File: src/pkg/ftb_pkg.sv
// Constants shared by the flow totalizer and batch controller
package ftb_pkg;
    // Clock and sample rates
    localparam int unsigned CLK_HZ      = 20_000_000;
    localparam int unsigned SAMPLE_HZ   = 1000;
    localparam int unsigned DISP_HZ     = 10;
    localparam int unsigned SAMPLE_CYC  = CLK_HZ / SAMPLE_HZ;
    localparam int unsigned CYC_W       = 15;
    localparam logic [9:0]  SMP_PER_SEC = 10'(SAMPLE_HZ - 1);
    localparam logic [6:0]  SMP_PER_DSP = 7'(SAMPLE_HZ / DISP_HZ - 1);
    localparam logic [9:0]  MS_PER_S    = 10'(SAMPLE_HZ);

    // Readings and over-range limit at 128 percent of full scale
    localparam int unsigned RW         = 16;
    localparam int unsigned OVR_PCT    = 128;
    localparam logic [15:0] FS_FLOW    = 16'h2710;
    localparam logic [15:0] FS_PRES    = 16'h2710;
    localparam logic [15:0] FS_TEMP    = 16'h2710;
    localparam logic [15:0] LIM_FLOW   = 16'(32'(FS_FLOW) * OVR_PCT / 100);
    localparam logic [15:0] LIM_PRES   = 16'(32'(FS_PRES) * OVR_PCT / 100);
    localparam logic [15:0] LIM_TEMP   = 16'(32'(FS_TEMP) * OVR_PCT / 100);

    // Seven-digit total and elapsed-time limits
    localparam int unsigned TW        = 24;
    localparam logic [23:0] TOTAL_MAX = 24'h98967F;
    localparam logic [13:0] HOURS_MAX = 14'h270F;
    localparam logic [5:0]  MS_MAX    = 6'h3B;

    // Register byte addresses
    localparam logic [7:0] A_CTRL   = 8'h00;
    localparam logic [7:0] A_DELAY  = 8'h04;
    localparam logic [7:0] A_SETPT  = 8'h08;
    localparam logic [7:0] A_BATCH  = 8'h0C;
    localparam logic [7:0] A_CMD    = 8'h10;
    localparam logic [7:0] A_TOTAL  = 8'h14;
    localparam logic [7:0] A_TIME   = 8'h18;
    localparam logic [7:0] A_STAT   = 8'h1C;
    localparam logic [7:0] A_REMAIN = 8'h20;
    localparam logic [7:0] A_FLOW   = 8'h24;
    localparam logic [7:0] A_PRES   = 8'h28;
    localparam logic [7:0] A_TEMP   = 8'h2C;

    // Control fields and reset values
    localparam int unsigned C_FREEZE  = 0;
    localparam int unsigned C_ERR     = 1;
    localparam int unsigned C_ATARE   = 2;
    localparam int unsigned C_ANALOG  = 3;
    localparam logic [3:0]  CTRL_RST  = 4'h6;
    localparam logic [7:0]  DELAY_RST = 8'h02;

    // Command bits, write one to act
    localparam int unsigned K_TRST  = 0;
    localparam int unsigned K_FTARE = 1;
    localparam int unsigned K_PTARE = 2;

    // Status bits
    localparam int unsigned S_OVF   = 0;
    localparam int unsigned S_MISS  = 1;
    localparam int unsigned S_DONE  = 2;
    localparam int unsigned S_VALVE = 3;
    localparam int unsigned S_ACT   = 4;
    localparam int unsigned S_REDF  = 5;
    localparam int unsigned S_REDP  = 6;
    localparam int unsigned S_REDT  = 7;
    localparam int unsigned S_FLASH = 8;

    // Batch states
    typedef enum logic [3:0] {
        B_OFF   = 4'h1,
        B_PAUSE = 4'h2,
        B_RUN   = 4'h4,
        B_DONE  = 4'h8
    } ftb_bstate_t;
endpackage : ftb_pkg

File: src/hw/ftb_nv_store.sv
// Nonvolatile word store, kept across reset, registered read
`timescale 1ns/1ns
module ftb_nv_store (
    input  wire logic        pclk,
    input  wire logic        we,
    input  wire logic [23:0] wdata,
    output logic      [23:0] rdata
);
    logic [23:0] mem_q;

    // No reset on purpose: contents outlive a reset like flash would
    always_ff @(posedge pclk) begin
        if (we) begin
            mem_q <= wdata;
        end
    end

    // Read word from a register
    always_ff @(posedge pclk) begin
        rdata <= mem_q;
    end
endmodule : ftb_nv_store

File: src/hw/ftb_sync3.sv
// Three-stage pin synchroniser, per bit
`timescale 1ns/1ns
module ftb_sync3 #(
    parameter int unsigned W = 64
) (
    input  wire logic         pclk,
    input  wire logic         presetn,
    input  wire logic [W-1:0] pin_in,
    output logic      [W-1:0] sync_out
);
    genvar i;
    generate
        for (i = 0; i < W; i++) begin : g_bit
            logic s1_q;
            logic s2_q;
            logic s3_q;
            // Output moves only once stages two and three agree
            always_ff @(posedge pclk or negedge presetn) begin
                if (!presetn) begin
                    s1_q        <= 1'b0;
                    s2_q        <= 1'b0;
                    s3_q        <= 1'b0;
                    sync_out[i] <= 1'b0;
                end else begin
                    s1_q <= pin_in[i];
                    s2_q <= s1_q;
                    s3_q <= s2_q;
                    if (s2_q == s3_q) begin
                        sync_out[i] <= s3_q;
                    end
                end
            end
        end
    endgenerate
endmodule : ftb_sync3

File: src/hw/ftb_totalizer.sv
// Totalizer, elapsed timer, tare and batch control with APB registers
//
// What this block does
// Sample readings 1000 per second, refresh displayed values 10 per second.
// With autotare on, tare flow after zero setpoint held over delay.
// Autotare delay in seconds is configurable; autotare enabled by default.
// Tare captures flow zero; pressure tare captures gauge pressure offset.
// Flag a reading red above 128 percent of full scale.
// Accumulate total since reset, limited to seven digits.
// Rollover mode (default) restarts total from zero at maximum.
// Freeze mode holds total at maximum until reset.
// Error option raises overflow flag at maximum, either mode.
// Elapsed time counts to 9999:59:59 then holds.
// Totalizer reset clears total and timer; next batch starts at once.
// Batch runs with nonzero batch size and nonzero setpoint.
// During a batch, report batch size minus total as remaining.
// Total reaching batch size closes valve and flags done.
// Batch size change: flow continues if above total, else stops.
// Zero setpoint pauses batch flow; timer keeps running.
// Clearing batch size leaves setpoint, flow resumes at setpoint.
// Batch size kept in nonvolatile storage until cleared.
// Over-range flow adds clamped rate, flashes total, sets missed flag.
// Knob setpoint accepted only with analog setpoint source.
// Operator tares flow with no flow, pressure when vented.
// Each sample adds flow rate times sample interval to total.
//
// Chosen here: the address map and register access over APB.
`timescale 1ns/1ns
module ftb_totalizer #(
    parameter int unsigned SAMPLE_CYC = ftb_pkg::SAMPLE_CYC
) (
    input  wire logic        pclk,
    input  wire logic        presetn,
    input  wire logic        psel,
    input  wire logic        penable,
    input  wire logic        pwrite,
    input  wire logic [7:0]  paddr,
    input  wire logic [31:0] pwdata,
    output logic      [31:0] prdata,
    output logic             pready,
    output logic             pslverr,
    input  wire logic [15:0] flow_raw,
    input  wire logic [15:0] pres_raw,
    input  wire logic [15:0] temp_raw,
    input  wire logic [15:0] setpoint_knob,
    output logic             valve_open,
    output logic      [15:0] valve_setpoint,
    output logic             batch_done,
    output logic             total_overflow_flag,
    output logic             missed_flow_flag,
    output logic             total_flash,
    output logic             red_flow,
    output logic             red_pres,
    output logic             red_temp
);
    logic [63:0] pins_s;
    logic [15:0] flow_s;
    logic [15:0] pres_s;
    logic [15:0] temp_s;
    logic [15:0] knob_s;
    logic [ftb_pkg::CYC_W-1:0] cyc_q;
    logic        smp_tick;
    logic [9:0]  ms_q;
    logic        sec_tick;
    logic [6:0]  dsp_cnt_q;
    logic        dsp_tick;
    logic        blink_q;
    logic [3:0]  ctrl_q;
    logic [7:0]  delay_q;
    logic [15:0] setpt_q;
    logic [15:0] sp;
    logic        sp_nz;
    logic        wr;
    logic        rd_setup;
    logic        cmd_wr;
    logic        trst;
    logic        ftare;
    logic        ptare;
    logic        atare;
    logic [15:0] flow_q;
    logic [15:0] pres_q;
    logic [15:0] temp_q;
    logic [15:0] fzero_q;
    logic [15:0] pzero_q;
    logic [15:0] flow_t;
    logic [15:0] pres_t;
    logic [15:0] dflow_q;
    logic [15:0] dpres_q;
    logic [15:0] dtemp_q;
    logic [17:0] zs_ms_q;
    logic [17:0] zs_lim;
    logic        zs_done_q;
    logic [23:0] total_q;
    logic [24:0] sum;
    logic        over;
    logic [15:0] add;
    logic [5:0]  sec_q;
    logic [5:0]  min_q;
    logic [13:0] hr_q;
    logic        t_full;
    logic [23:0] batch;
    logic        bat_nz;
    logic        reached;
    logic [23:0] remain;
    logic [31:0] rd_d;
    logic        err_d;
    ftb_pkg::ftb_bstate_t st_q;
    ftb_pkg::ftb_bstate_t st_d;

    // Pin inputs from the sensor converters and the knob
    ftb_sync3 #(
        .W (64)
    ) u_sync (
        .pclk     (pclk),
        .presetn  (presetn),
        .pin_in   ({flow_raw, pres_raw, temp_raw, setpoint_knob}),
        .sync_out (pins_s)
    );
    assign flow_s = pins_s[63:48];
    assign pres_s = pins_s[47:32];
    assign temp_s = pins_s[31:16];
    assign knob_s = pins_s[15:0];

    // Batch size lives in the store that survives reset
    ftb_nv_store u_nv (
        .pclk  (pclk),
        .we    (wr && paddr == ftb_pkg::A_BATCH),
        .wdata (pwdata[23:0]),
        .rdata (batch)
    );

    // Sample divider, one enable pulse per millisecond
    always_ff @(posedge pclk or negedge presetn) begin
        if (!presetn) begin
            cyc_q <= '0;
        end else if (smp_tick) begin
            cyc_q <= '0;
        end else begin
            cyc_q <= cyc_q + 1'b1;
        end
    end
    assign smp_tick = (cyc_q == ftb_pkg::CYC_W'(SAMPLE_CYC - 1));

    // Seconds and display-refresh dividers from the sample pulse
    always_ff @(posedge pclk or negedge presetn) begin
        if (!presetn) begin
            ms_q      <= '0;
            dsp_cnt_q <= '0;
            blink_q   <= 1'b0;
        end else if (smp_tick) begin
            ms_q      <= sec_tick ? 10'h000 : ms_q + 1'b1;
            dsp_cnt_q <= dsp_tick ? 7'h00 : dsp_cnt_q + 1'b1;
            if (dsp_tick) begin
                blink_q <= ~blink_q;
            end
        end
    end
    assign sec_tick = smp_tick && ms_q == ftb_pkg::SMP_PER_SEC;
    assign dsp_tick = smp_tick && dsp_cnt_q == ftb_pkg::SMP_PER_DSP;

    // APB strobes; access phase always answers in its first cycle
    assign wr       = psel && penable && pwrite;
    assign rd_setup = psel && !penable;
    assign pready   = psel && penable;
    assign cmd_wr   = wr && paddr == ftb_pkg::A_CMD;
    assign trst     = cmd_wr && pwdata[ftb_pkg::K_TRST];
    assign ftare    = (cmd_wr && pwdata[ftb_pkg::K_FTARE]) || atare;
    assign ptare    = cmd_wr && pwdata[ftb_pkg::K_PTARE];

    // Configuration registers
    always_ff @(posedge pclk or negedge presetn) begin
        if (!presetn) begin
            ctrl_q  <= ftb_pkg::CTRL_RST;
            delay_q <= ftb_pkg::DELAY_RST;
            setpt_q <= 16'h0000;
        end else if (wr) begin
            if (paddr == ftb_pkg::A_CTRL) begin
                ctrl_q <= pwdata[3:0];
            end else if (paddr == ftb_pkg::A_DELAY) begin
                delay_q <= pwdata[7:0];
            end else if (paddr == ftb_pkg::A_SETPT && !ctrl_q[ftb_pkg::C_ANALOG]) begin
                setpt_q <= pwdata[15:0]; // Bus setpoint ignored in analog mode
            end
        end
    end

    // Knob drives the setpoint only in analog mode
    assign sp    = ctrl_q[ftb_pkg::C_ANALOG] ? knob_s : setpt_q;
    assign sp_nz = sp != 16'h0000;

    // Live samples taken once per millisecond
    always_ff @(posedge pclk or negedge presetn) begin
        if (!presetn) begin
            flow_q <= 16'h0000;
            pres_q <= 16'h0000;
            temp_q <= 16'h0000;
        end else if (smp_tick) begin
            flow_q <= flow_s;
            pres_q <= pres_s;
            temp_q <= temp_s;
        end
    end

    // Zero references; flow tare assumes the line is still
    always_ff @(posedge pclk or negedge presetn) begin
        if (!presetn) begin
            fzero_q <= 16'h0000;
            pzero_q <= 16'h0000;
        end else begin
            if (ftare) begin
                fzero_q <= flow_q;
            end
            if (ptare) begin
                pzero_q <= pres_q;
            end
        end
    end
    // Clamp at zero so a stale tare never wraps negative
    assign flow_t = flow_q > fzero_q ? flow_q - fzero_q : 16'h0000;
    assign pres_t = pres_q > pzero_q ? pres_q - pzero_q : 16'h0000;

    // Autotare: zero setpoint held strictly longer than the delay
    assign zs_lim = 18'(delay_q * ftb_pkg::MS_PER_S);
    always_ff @(posedge pclk or negedge presetn) begin
        if (!presetn) begin
            zs_ms_q   <= 18'h00000;
            zs_done_q <= 1'b0;
        end else if (sp_nz || !ctrl_q[ftb_pkg::C_ATARE]) begin
            zs_ms_q   <= 18'h00000;
            zs_done_q <= 1'b0;
        end else if (smp_tick && !zs_done_q) begin
            zs_ms_q   <= zs_ms_q + 1'b1;
            zs_done_q <= zs_ms_q > zs_lim;
        end
    end
    // One tare per zero-setpoint episode
    assign atare = smp_tick && !zs_done_q && zs_ms_q > zs_lim;

    // Display copies refreshed ten times a second
    always_ff @(posedge pclk or negedge presetn) begin
        if (!presetn) begin
            dflow_q <= 16'h0000;
            dpres_q <= 16'h0000;
            dtemp_q <= 16'h0000;
        end else if (dsp_tick) begin
            dflow_q <= flow_t;
            dpres_q <= pres_t;
            dtemp_q <= temp_q;
        end
    end

    // Red indication above 128 percent of full scale
    always_ff @(posedge pclk or negedge presetn) begin
        if (!presetn) begin
            red_flow <= 1'b0;
            red_pres <= 1'b0;
            red_temp <= 1'b0;
        end else begin
            red_flow <= dflow_q > ftb_pkg::LIM_FLOW;
            red_pres <= dpres_q > ftb_pkg::LIM_PRES;
            red_temp <= dtemp_q > ftb_pkg::LIM_TEMP;
        end
    end

    // Increment: rate per sample, clamped when over range
    assign over = flow_t > ftb_pkg::LIM_FLOW;
    assign add  = over ? ftb_pkg::LIM_FLOW : flow_t;
    assign sum  = {1'b0, total_q} + {9'h000, add};

    // Seven-digit total; reset command outranks a sample
    always_ff @(posedge pclk or negedge presetn) begin
        if (!presetn) begin
            total_q <= 24'h000000;
        end else if (trst) begin
            total_q <= 24'h000000;
        end else if (smp_tick) begin
            if (sum <= {1'b0, ftb_pkg::TOTAL_MAX}) begin
                total_q <= sum[23:0];
            end else if (ctrl_q[ftb_pkg::C_FREEZE]) begin
                total_q <= ftb_pkg::TOTAL_MAX;
            end else begin
                total_q <= 24'(sum - {1'b0, ftb_pkg::TOTAL_MAX} - 25'h1);
            end
        end
    end

    // Sticky flags; a new event in the reset cycle still sets
    always_ff @(posedge pclk or negedge presetn) begin
        if (!presetn) begin
            total_overflow_flag <= 1'b0;
            missed_flow_flag    <= 1'b0;
        end else begin
            if (smp_tick && ctrl_q[ftb_pkg::C_ERR] && sum >= {1'b0, ftb_pkg::TOTAL_MAX}) begin
                total_overflow_flag <= 1'b1;
            end else if (trst) begin
                total_overflow_flag <= 1'b0;
            end
            if (smp_tick && over) begin
                missed_flow_flag <= 1'b1;
            end else if (trst) begin
                missed_flow_flag <= 1'b0;
            end
        end
    end

    // Flashing total while flow was missed
    always_ff @(posedge pclk or negedge presetn) begin
        if (!presetn) begin
            total_flash <= 1'b0;
        end else begin
            total_flash <= missed_flow_flag && blink_q;
        end
    end

    // Elapsed time h:m:s, independent of setpoint and valve
    assign t_full = hr_q == ftb_pkg::HOURS_MAX && min_q == ftb_pkg::MS_MAX
                    && sec_q == ftb_pkg::MS_MAX;
    always_ff @(posedge pclk or negedge presetn) begin
        if (!presetn) begin
            sec_q <= 6'h00;
            min_q <= 6'h00;
            hr_q  <= 14'h0000;
        end else if (trst) begin
            sec_q <= 6'h00;
            min_q <= 6'h00;
            hr_q  <= 14'h0000;
        end else if (sec_tick && !t_full) begin
            if (sec_q != ftb_pkg::MS_MAX) begin
                sec_q <= sec_q + 1'b1;
            end else begin
                sec_q <= 6'h00;
                if (min_q != ftb_pkg::MS_MAX) begin
                    min_q <= min_q + 1'b1;
                end else begin
                    min_q <= 6'h00;
                    hr_q  <= hr_q + 1'b1;
                end
            end
        end
    end

    // Batch conditions; a shrunk size is caught by the compare
    assign bat_nz  = batch != 24'h000000;
    assign reached = total_q >= batch;

    // Batch sequencer
    always_comb begin
        st_d = st_q;
        case (st_q)
            ftb_pkg::B_OFF: begin
                if (bat_nz) begin
                    st_d = ftb_pkg::B_PAUSE;
                end
            end
            ftb_pkg::B_PAUSE: begin
                if (!bat_nz) begin
                    st_d = ftb_pkg::B_OFF;
                end else if (reached) begin
                    st_d = ftb_pkg::B_DONE;
                end else if (sp_nz) begin
                    st_d = ftb_pkg::B_RUN;
                end
            end
            ftb_pkg::B_RUN: begin
                if (!bat_nz) begin
                    st_d = ftb_pkg::B_OFF;
                end else if (reached) begin
                    st_d = ftb_pkg::B_DONE;
                end else if (!sp_nz) begin
                    st_d = ftb_pkg::B_PAUSE;
                end
            end
            ftb_pkg::B_DONE: begin
                if (!bat_nz) begin
                    st_d = ftb_pkg::B_OFF;
                end else if (!reached) begin
                    st_d = sp_nz ? ftb_pkg::B_RUN : ftb_pkg::B_PAUSE;
                end
            end
            default: begin
                st_d = ftb_pkg::B_OFF;
            end
        endcase
    end

    // State register; batch size itself persists in the store
    always_ff @(posedge pclk or negedge presetn) begin
        if (!presetn) begin
            st_q <= ftb_pkg::B_OFF;
        end else begin
            st_q <= st_d;
        end
    end

    // Valve command: plain setpoint without a batch, else only when running
    always_ff @(posedge pclk or negedge presetn) begin
        if (!presetn) begin
            valve_open     <= 1'b0;
            valve_setpoint <= 16'h0000;
            batch_done     <= 1'b0;
        end else begin
            valve_open     <= (st_d == ftb_pkg::B_RUN) || (st_d == ftb_pkg::B_OFF && sp_nz);
            valve_setpoint <= (st_d == ftb_pkg::B_RUN || st_d == ftb_pkg::B_OFF) ? sp : 16'h0000;
            batch_done     <= st_d == ftb_pkg::B_DONE;
        end
    end

    // Remaining quantity replaces batch size while in progress
    assign remain = (st_q == ftb_pkg::B_RUN || st_q == ftb_pkg::B_PAUSE)
                    ? batch - total_q : batch;

    // Read decode
    always_comb begin
        rd_d  = 32'h00000000;
        err_d = 1'b0;
        if (paddr == ftb_pkg::A_CTRL) begin
            rd_d = {28'h0000000, ctrl_q};
        end else if (paddr == ftb_pkg::A_DELAY) begin
            rd_d = {24'h000000, delay_q};
        end else if (paddr == ftb_pkg::A_SETPT) begin
            rd_d = {16'h0000, sp};
        end else if (paddr == ftb_pkg::A_BATCH) begin
            rd_d = {8'h00, batch};
        end else if (paddr == ftb_pkg::A_CMD) begin
            rd_d = 32'h00000000;
        end else if (paddr == ftb_pkg::A_TOTAL) begin
            rd_d = {8'h00, total_q};
        end else if (paddr == ftb_pkg::A_TIME) begin
            rd_d = {6'h00, hr_q, min_q, sec_q};
        end else if (paddr == ftb_pkg::A_STAT) begin
            rd_d = {23'h000000, total_flash, red_temp, red_pres, red_flow,
                    st_q == ftb_pkg::B_RUN || st_q == ftb_pkg::B_PAUSE,
                    valve_open, batch_done, missed_flow_flag, total_overflow_flag};
        end else if (paddr == ftb_pkg::A_REMAIN) begin
            rd_d = {8'h00, remain};
        end else if (paddr == ftb_pkg::A_FLOW) begin
            rd_d = {16'h0000, dflow_q};
        end else if (paddr == ftb_pkg::A_PRES) begin
            rd_d = {16'h0000, dpres_q};
        end else if (paddr == ftb_pkg::A_TEMP) begin
            rd_d = {16'h0000, dtemp_q};
        end else begin
            err_d = 1'b1;
        end
    end

    // Read data and error captured in the setup cycle
    always_ff @(posedge pclk or negedge presetn) begin
        if (!presetn) begin
            prdata  <= 32'h00000000;
            pslverr <= 1'b0;
        end else if (rd_setup) begin
            prdata  <= pwrite ? 32'h00000000 : rd_d;
            pslverr <= err_d;
        end
    end
endmodule : ftb_totalizer

File: config.mk
export PLATFORM = sky130hd
export DESIGN_NAME = ftb_totalizer
export DESIGN_NICKNAME = d
export VERILOG_FILES = /design/src/pkg/ftb_pkg.sv /design/src/hw/ftb_nv_store.sv /design/src/hw/ftb_sync3.sv /design/src/hw/ftb_totalizer.sv
export SDC_FILE = /design/constraint.sdc
export NUM_CORES = 1
export LEC_CHECK = 0
export BUFFER_PORTS_ARGS = -buffer_cell sky130_fd_sc_hd__buf_2
export CAP_MARGIN = 25
export CORE_ASPECT_RATIO = 0.75
export CORE_MARGIN = 5
export CORE_UTILIZATION = 30
export CTS_CLUSTER_SIZE = 10
export DETAILED_ROUTE_END_ITERATION = 8
export GPL_TIMING_DRIVEN = 1
export SLEW_MARGIN = 20
export SYNTH_ARGS = -nofsm -noshare
export SYNTH_HDL_FRONTEND = slang
export SYNTH_SLANG_ARGS = --single-unit
File: constraint.sdc
create_clock -name pclk -period 12 [get_ports pclk]
set_input_delay 2.4 -clock pclk [delete_from_list [all_inputs] [get_ports pclk]]
set_output_delay 2.4 -clock pclk [all_outputs]
set_load 0.01 [all_outputs]
# Yosys cells after proc, flatten, opt, wreduce, memory -nomap -nowiden
# Cells that the tools add are included.
[word_totals]
mem_count = 0
elab_cells = 522
register_bits = 623
mem_bits_rw = 0
rom_bits = 0
in_bits = 109
latchBits = 0
out_inout_bits = 58
[classes]
reduce_logical = 45
n_addsub = 13
mul = 1
div = 0
eq_ne = 92
n_shift = 0
n_bitwise = 3
mux = 67
order_cmp = 10
[ops]
columns = ["op", "n"]
rows = [
  ["two-way mux 26 bit", 7],
  ["two-way mux 24 bit", 7],
  ["two-way mux 16 bit", 8],
  ["equality test 1 bit", 64],
  ["> comparator 16 x 14 -> 1 bit, second input constant", 4],
  ["two-way mux 14 bit", 4],
  ["two-way mux 6 bit", 7],
  ["two-way mux 18 bit", 2],
  ["two-way mux 4 bit", 9],
  ["equality test 8 x 5 -> 1 bit, second input constant", 4],
  ["equality test 8 x 6 -> 1 bit, second input constant", 4],
  ["> comparator 16 bit", 2],
  ["two-way mux 32 bit", 1],
  ["subtractor 16 bit", 2],
  ["adder 24 x 16 -> 25 bit", 1],
  ["greater-or-equal comparator 25 x 24 -> 1 bit, second input constant", 1],
  ["less-or-equal comparator 25 x 24 -> 1 bit, second input constant", 1],
  ["greater-or-equal comparator 24 bit", 1],
  ["nonzero test 24 bit", 1],
  ["subtractor 24 x 1 -> 24 bit, second input constant", 1],
  ["subtractor 24 bit", 1],
  ["subtractor 24 bit, second input constant", 1],
  ["logical AND 1 bit", 21],
  ["adder 18 x 1 -> 18 bit, second input constant", 1],
  ["other kinds (35)", 76],
]

# Longest topological paths before layout
# Gate-level depths: netlist of run 1.
[logic_depth]
ltp_word = 14
mapped_depth = 36
ltp_nobuf = 32

# Hierarchy
# Synthesis of run 1 repeated with hierarchy kept, for this count alone.
[unflattened]
hier_cells = 2667
area_unflattened_um2 = 29159.2
[by_module_without_submodules]
columns = ["module", "cells_per_inst", "n_inst", "area_per_inst_um2", "seq_area_each_um2"]
rows = [
  ["ftb_totalizer", 2299, 1, 20831.2, 7837.5],
  ["ftb_sync3", 320, 1, 7126.8, 6406.1],
  ["ftb_nv_store", 48, 1, 1201.2, 1201.2],
]

# Worst setup path before layout of run 1
# No wires, ideal clock.
[synth_timing]
path_type = "flip-flop to flip-flop"
start = "reg flow_q[0]"
end = "reg total_q[22]"
arrival_ns = 6.223
path_stages_with_launch = 35
period_less_slack_ns = 6.318
n_path_buf = 2
required_ns = 11.905
setup_slack_ns = 5.682
setup_time_ns = 0.095
path_cell_list = "dfrtp_1 inv_1 ha_1 fa_1 nor2b_1 o21ai_1 a21boi_0 o21ai_1 a21oi_1 o211ai_1 a21oi_1 nor2_1 clkbuf_1 nor3b_1 mux2i_1 nand2_1 clkbuf_1 nor4_1 ha_1 fa_1 a211oi_1 o21ai_1 a21o_1 a21oi_1 xor2_1 ha_1 inv_1 o21ai_0 nand4_1 a31o_1 o211ai_4 and2_4 mux2_1 a211o_1 o31ai_1"
[synth_between]
elab_chain_cells = 11
word_cells_on_any_way = 13
classes_between = "4 x add/sub; 3 x order compare; 6 x mux"
[synth_rtl]
columns = ["element", "line_no", "text"]
rows = [
  ["start: declaration", "ftb_totalizer.sv:80", "logic [15:0] flow_q;"],
  ["start signal: assignment", "ftb_totalizer.sv:198", "flow_q <= flow_s;"],
  ["subtractor 16 bit / > comparator 16 bit (equally long branches)", "ftb_totalizer.sv:219", "assign flow_t = flow_q > fzero_q ? flow_q - fzero_q : 16'h0000;"],
  ["two-way mux 16 bit (*)", "ftb_totalizer.sv:219", ""],
  ["> comparator 16 x 14 -> 1 bit", "ftb_totalizer.sv:266", "assign over = flow_t > ftb_pkg::LIM_FLOW;"],
  ["two-way mux 16 bit (*)", "ftb_totalizer.sv:267", "assign add = over ? ftb_pkg::LIM_FLOW : flow_t;"],
  ["adder 24 x 16 -> 25 bit (*)", "ftb_totalizer.sv:268", "assign sum = {1'b0, total_q} + {9'h000, add};"],
  ["subtractor 24 bit", "ftb_totalizer.sv:282", "total_q <= 24'(sum - {1'b0, ftb_pkg::TOTAL_MAX} - 25'h1);"],
  ["subtractor 24 x 1 -> 24 bit", "ftb_totalizer.sv:282", ""],
  ["two-way mux 24 bit", "ftb_totalizer.sv:279", "end else if (ctrl_q[ftb_pkg::C_FREEZE]) begin"],
  ["two-way mux 24 bit (*)", "ftb_totalizer.sv:277", "if (sum <= {1'b0, ftb_pkg::TOTAL_MAX}) begin"],
  ["two-way mux 24 bit (*)", "ftb_totalizer.sv:276", "end else if (smp_tick) begin"],
  ["two-way mux 24 bit (*)", "ftb_totalizer.sv:274", "end else if (trst) begin"],
  ["end signal: assignment", "ftb_totalizer.sv:278", "total_q <= sum[23:0];"],
  ["end signal: assignment", "ftb_totalizer.sv:280", "total_q <= ftb_pkg::TOTAL_MAX;"],
  ["end signal: assignment", "ftb_totalizer.sv:282", ""],
  ["end: declaration", "ftb_totalizer.sv:93", "logic [23:0] total_q;"],
]
# Mark *: on every way between the ends. The rest lies on a longest branch, timed or not. The select of a mux whose other input is x is not followed.
# A chain may end at the register's enable or synchronous reset.

# Worst setup path after layout of run 1
# Same ends and word-level chain as after synthesis.

==> run metrics, run 1 <==
Worst Setup Path Type=reg2reg; met1 GRT Util=22.5%; First-pass DRT Iterations=7; max-cap viol count=0; Slew Limit Fails=0; post-CTS resize count=0; GRT Resource Usage Total=15.0%; CTS tree=yes; final wirelength=77500 um; Yosys cell types=93; Rel. slew slack=23.1%; Post-synth top flop=dfrtp_1; Fin Setup TNS=0 ns; Worst setup SP type=flip-flop; max frequency=0.130 GHz; Worst IR Drop VDD=0.000127 V; register bit total from synthesis=617; grt ovf=0; vias in the first global route=20200; Yosys warning count=0; CP arrival=8.22 ns; DRC Markers=0; initial drt markers=1719; DP Area=31100 sq um; Core Footprint=95400 sq um; critical path's largest stage delay=0.67 ns; synth-to-layout area growth=15.1%; PwrDens=134 nW/um^2; Hold Vio Cnt, Final=0; Ports=167; clock latency on the worst-skew pair=0.67 ns; Nets=3138; Antenna Violating Nets Remaining=0; Slew @ Worst Pin=1.14 ns; CTS Root Cell=clkbuf_16; Sink Count=617; largest net degree at the start of global routing=181; DIE HEIGHT=279 um; Period minus WS final=7.67 ns; GPL Wtd Cong=0.934; Worst Skew=0.0488 ns; Routed WL per cell=18.7 um; leak pwr=15.1 nW; Async SR Flop Fraction=92.2%; Initial Utilization=30.3%; Diodes inserted=0; Netlist Area Pre-Place=28900 sq um; RSZ-0062 raised after global routing=no; CP endpoint kind=flip-flop; Slowest cell on crit path=a31oi_1; cts hold-fix bufs=0; final cell count without fillers=4145; Die ar.=103000 sq um; post-route cell area=33200 sq um; # port buffers=152; share of the yosys chip area belonging to registers=53.5%; layout cells sized above 1=12.7%; worst-path fanout max=20; Placed Cells=4045; Cells after Synth=2700; initial antenna violation count=3; dpl hpwl=57000 um; Synth Area per Inst=10.7 sq um; Hold Crit Class=reg2reg; Num CTS Buffers=72; H-tree depth=3; commonest non-fill, non-tap cell in the layout=dfrtp_1; run status=complete, no violations; gr busiest metal=met1; global-route wire length before repair=122000 um; Vias=20800; most frequent cells in the layout=565 x dfrtp_1, 400 x nand2_1, 168 x nor2_1, 151 x buf_2, 140 x o21ai_0; grt met3 use=4.63%; number of synthesized flops with an enable pin=24; Final setup viols=0; Die X=368 um; grt met2 use=21.4%; Rows=98; final worst path period share=63.9%; Avg Vias per Cell=5.02; CP bufs+invs=1; Crit path required time=12.55 ns; Setup Buffers After CTS=0; crit-path leading delay family=compound AO/OA/AOI/OAI gates; clk slew on worst S/H paths=0.06 ns; CTS Buffer Depth=3
final timing paths:
| path | end | depth (start not counted) | startpoint | slack (ns) |
|---|---|---|---|---|
| worst max-delay path | total_q[22]$_DFFE_PN0P_ | 29 | flow_q[0]$_DFFE_PN0N_ | 4.33 |
| worst max register to register | total_q[22]$_DFFE_PN0P_ | 29 | flow_q[0]$_DFFE_PN0N_ | 4.33 |
| max in group asynchronous | min_q[5]$_DFFE_PN0P_ | 2 | presetn | 8.75 |
| worst min-delay path | u_sync.g_bit[21].s2_q$_DFF_PN0_ | 0 | u_sync.g_bit[21].s1_q$_DFF_PN0_ | 0.32 |
| min in group asynchronous | pzero_q[8]$_DFFE_PN0P_ | 1 | presetn | 1.77 |
| worst min register to register | u_sync.g_bit[21].s2_q$_DFF_PN0_ | 0 | u_sync.g_bit[21].s1_q$_DFF_PN0_ | 0.32 |
stage by stage:
stage	util [%]	hold slack, ns	total power, mW	setup slack (ns)
global route	34.8	0.332	4.66	3.79
finish	34.8	0.315	4.46	4.33
floorplan	-	0.323	2.37	5.68
detailed placement	32.6	0.327	2.50	4.48
CTS	34.8	0.320	4.53	4.43
global placement	32.6	0.323	2.49	4.60
registers in the layout, summed over array words and instances, names as in the netlist, 18 cells and up:
register and cells:
prdata 26, total_q 24, u_nv.mem_q 24, u_nv.rdata 24
u_sync.g_bit.s1_q 64, u_sync.g_bit.s2_q 64, u_sync.g_bit.s3_q 64, u_sync.sync_out 64
zs_ms_q 18
power by group:
group	total [mW]	internal (mW)	switching [mW]	leakage [nW]
sequential	2.20	2.16	0.0415	7.71
combinational	0.257	0.0887	0.168	6.37
clock	2.00	1.13	0.870	1.01
Yosys cell counts, types with 12 or more instances:
cell type / n / area (sq um)
dfrtp_1: 565 / 14100
and2_1: 13 / 81.3
nand2_1: 400 / 1500
maj3_1: 64 / 641
o21a_1: 17 / 128
mux2_2: 55 / 619
ha_1: 133 / 1660
a221oi_1: 14 / 123
nor2_1: 170 / 638
dfxtp_1: 24 / 480
nand3_1: 79 / 395
a222oi_1: 14 / 140
a22oi_1: 18 / 135
clkbuf_1: 72 / 270
and3_1: 24 / 150
a21oi_1: 113 / 566
o21ai_0: 140 / 701
edfxtp_1: 24 / 721
a21o_1: 34 / 255
fa_1: 26 / 521
or3_1: 19 / 119
nand2b_1: 23 / 144
inv_1: 130 / 488
a22o_1: 12 / 105
nor2b_1: 14 / 87.6
a31oi_1: 17 / 106
xnor2_1: 60 / 526
nor3_1: 46 / 230
xor2_1: 51 / 447
nand4_1: 35 / 219
mux2i_1: 28 / 280
nor4_1: 31 / 194
o31ai_1: 32 / 240
logic make-up (layout without fill, tap and decap cells):
family                   after synthesis  after routing  share of synthesized area (%)
AO/OA/AOI/OAI                        530            530                           12.4
XOR/XNOR                             112            112                           3.42
adder cells (fa/ha/maj)              223            223                           9.79
buffers and inverters                225            413                           3.12
flip-flops                           617            617                           53.5
multiplexers                          89             89                           3.35
other                                  1              8                         0.0130
AND/OR/NAND/NOR                      903            903                           14.4
layout make-up:
class | count | area [sq um]
Tap cell | 1250 | 1560
Sequential cell | 617 | 15400
Inverter | 130 | 488
Timing Repair Buffer | 184 | 1050
Clock buffer | 90 | 1880
Fill cell | 9566 | 62200
Clock inverter | 9 | 235
Multi-Input combinational cell | 1865 | 12600
routing by layer:
layer,routed length [um],up-vias
li1,-,9856
met1,37400,10200
met2,32100,628
met3,6690,102
met4,1280,0
met5,0,-
worst reg2reg max path: cells and delay by family (launching register included):
family,cells,cell delay [ns]
AND/OR/NAND/NOR,8,1.82
adder cells (fa/ha/maj),4,1.35
AO/OA/AOI/OAI,16,4.00
buffers and inverters,1,0.06
flip-flops,1,0.34
No activity file was read; power rests on OpenSTA's default activity.
==> run 2: changes to the inputs <==
- clock period: 12 -> 7.95 ns (I/O delays scaled with it)
==> run 2 against run 1 <==
- clock skew increased by 0.017 ns
- total power increased by 50%
- final cell count increased by 0.14%
- clock-buffer cell count increased by 2
- fmax increased by 4.8%
- sequential share of layout area about the same
- critical path type unchanged
- critical endpoint unchanged
==> run metrics, run 2 (synthesis results as in run 1) <==
Sink Count=617 (unchanged); run status=complete, no violations; Core Footprint=95400 sq um (unchanged); Placed Cells=4046 (+0.025%); # port buffers=152 (unchanged); pre-CTS setup slack=0.740 ns (-3.74 ns); Slew Limit Fails=0 (unchanged); max frequency=0.137 GHz (+4.8%); max-cap viol count=0 (unchanged); Hold Vio Cnt, Final=0 (unchanged); commonest non-fill, non-tap cell in the layout=dfrtp_1; utilization after layout=34.8% (about the same); dpl hpwl=57000 um (about the same); final cell count without fillers=4151 (+0.14%); clock latency on the worst-skew pair=0.67 ns (about the same); critical path's largest stage delay=0.78 ns (+0.11 ns); Initial Utilization=30.3% (unchanged); Die ar.=103000 sq um (unchanged); Worst Setup Path Type=reg2reg; DRC Markers=0 (unchanged); Worst Skew=0.0656 ns (+0.0167 ns); Routed WL per cell=18.6 um (-0.49%); grt ovf=0 (unchanged); Crit path required time=8.50 ns (-4.05 ns); PwrDens=202 nW/um^2 (+50%); worst setup margin=0.635 ns (-3.70 ns); GPL Wtd Cong=0.958 (+2.5%); Avg Vias per Cell=5.02 (about the same); vias in the first global route=20100 (-0.60%); Worst setup SP type=flip-flop; CTS Root Cell=clkbuf_16; Die X=368 um (unchanged); worst-path fanout max=20 (unchanged); most frequent cells in the layout=565 x dfrtp_1, 400 x nand2_1, 168 x nor2_1, 151 x buf_2, 140 x o21ai_0; CP arrival=7.86 ns (-0.36 ns); synth-to-layout area growth=15.1% (about the same); initial antenna violation count=3 (unchanged); initial drt markers=2066 (+20%); Nets=3141 (+0.096%); Setup Buffers After CTS=0 (unchanged); Final setup viols=0 (unchanged); RSZ-0062 raised after global routing=no; cts hold-fix bufs=0 (unchanged); Hold Crit Class=reg2reg; largest net degree at the start of global routing=181 (unchanged); Slowest cell on crit path=a2111oi_0; Worst IR Drop VDD=0.000184 V (+45%); power after layout=6.70 mW (+50%); post-route cell area=33200 sq um (about the same); final worst path period share=92.0% (+28 points); Num CTS Buffers=72 (unchanged); GRT Resource Usage Total=14.9% (-0.10 points); Vias=20800 (+0.17%); Antenna Violating Nets Remaining=0 (unchanged); CTS Buffer Depth=3 (unchanged); Period minus WS final=7.32 ns (-0.354 ns); final wirelength=77200 um (-0.35%); layout cells sized above 1=12.8% (+0.12 points); Fin Setup TNS=0 ns (unchanged); DP Area=31100 sq um (about the same); Rel. slew slack=30.1% (+7.0 points); worst hold slack=0.319 ns (+0.00355 ns); Worst path most repeated cell=o21ai_0; number of fill cells=9526 (-0.42%); leak pwr=15.1 nW (about the same); H-tree depth=3 (unchanged); global-route wire length before repair=121000 um (-0.87%); post-CTS resize count=0 (unchanged); Ports=167 (unchanged); CP endpoint kind=flip-flop; clk slew on worst S/H paths=0.06 ns (about the same); DIE HEIGHT=279 um (unchanged); Rows=98 (unchanged); First-pass DRT Iterations=7 (unchanged); Slew @ Worst Pin=1.04 ns (-0.0986 ns); CTS tree=yes
run 2: changes by cell type in the layout (fill, tap and decap cells not counted):
cell / before / now
inv_16: 1 / 2
diode_2: 0 / 2
buf_4: 29 / 31
a31oi_1: 17 / 16
clkinvlp_4: 0 / 1
a31oi_2: 1 / 2
clkbuf_8: 1 / 2
clkinv_2: 1 / 0
clkbuf_1: 17 / 18
bufinv_16: 1 / 0
clkinv_16: 6 / 5
clkbuf_2: 0 / 1
run 2: worst paths after layout:
kind / from / endpoint / slack [ns] / depth (start not counted)
max in group asynchronous: presetn / min_q[1]$_DFFE_PN0P_ / 5.43 / 2
worst max register to register: fzero_q[1]$_DFFE_PN0P_ / total_q[22]$_DFFE_PN0P_ / 0.63 / 28
min in group asynchronous: presetn / fzero_q[12]$_DFFE_PN0P_ / 1.04 / 1
worst min register to register: u_sync.g_bit[24].s1_q$_DFF_PN0_ / u_sync.g_bit[24].s2_q$_DFF_PN0_ / 0.32 / 0
worst min-delay path: u_sync.g_bit[24].s1_q$_DFF_PN0_ / u_sync.g_bit[24].s2_q$_DFF_PN0_ / 0.32 / 0
worst max-delay path: fzero_q[1]$_DFFE_PN0P_ / total_q[22]$_DFFE_PN0P_ / 0.63 / 28
run 2: report_power, final:
| part | switching [mW] | internal (mW) | leakage [nW] |
|---|---|---|---|
| Clock | 1.30 | 1.69 | 1.00 |
| Sequential | 0.0631 | 3.26 | 7.71 |
| Combinational | 0.250 | 0.133 | 6.38 |
run 2: layout make-up:
type	count	area, sq um	share of cell area (%)
inverters	130	488	1.47
multi-input cells	1865	12600	37.8
clock buffers	92	1900	5.71
well taps	1250	1560	4.70
diodes	2	5.00	0.0151
clock inverters	8	198	0.595
repair buffers	187	1070	3.21
flip-flops and latches	617	15400	46.5
run 2: worst max-delay path: cells and delay by family (launching register included):
family                     cells  cell delay (ns)
adders and majority gates      2             0.70
and+or+nand+nor                6             1.43
DFF                            1             0.37
muxes                          1             0.38
AOI/OAI and AO/OA             17             4.02
buffers and inverters          2             0.28
run 2: layer usage:
| metal | vias to the layer above | wire (um) | GRT usage, % |
|---|---|---|---|
| li1 | 9874 | - | - |
| met4 | 4 | 1450 | 3.54 |
| met1 | 10200 | 36300 | 21.9 |
| met3 | 99 | 7570 | 5.19 |
| met2 | 659 | 31800 | 21.0 |
| met5 | - | 91 | 0.778 |
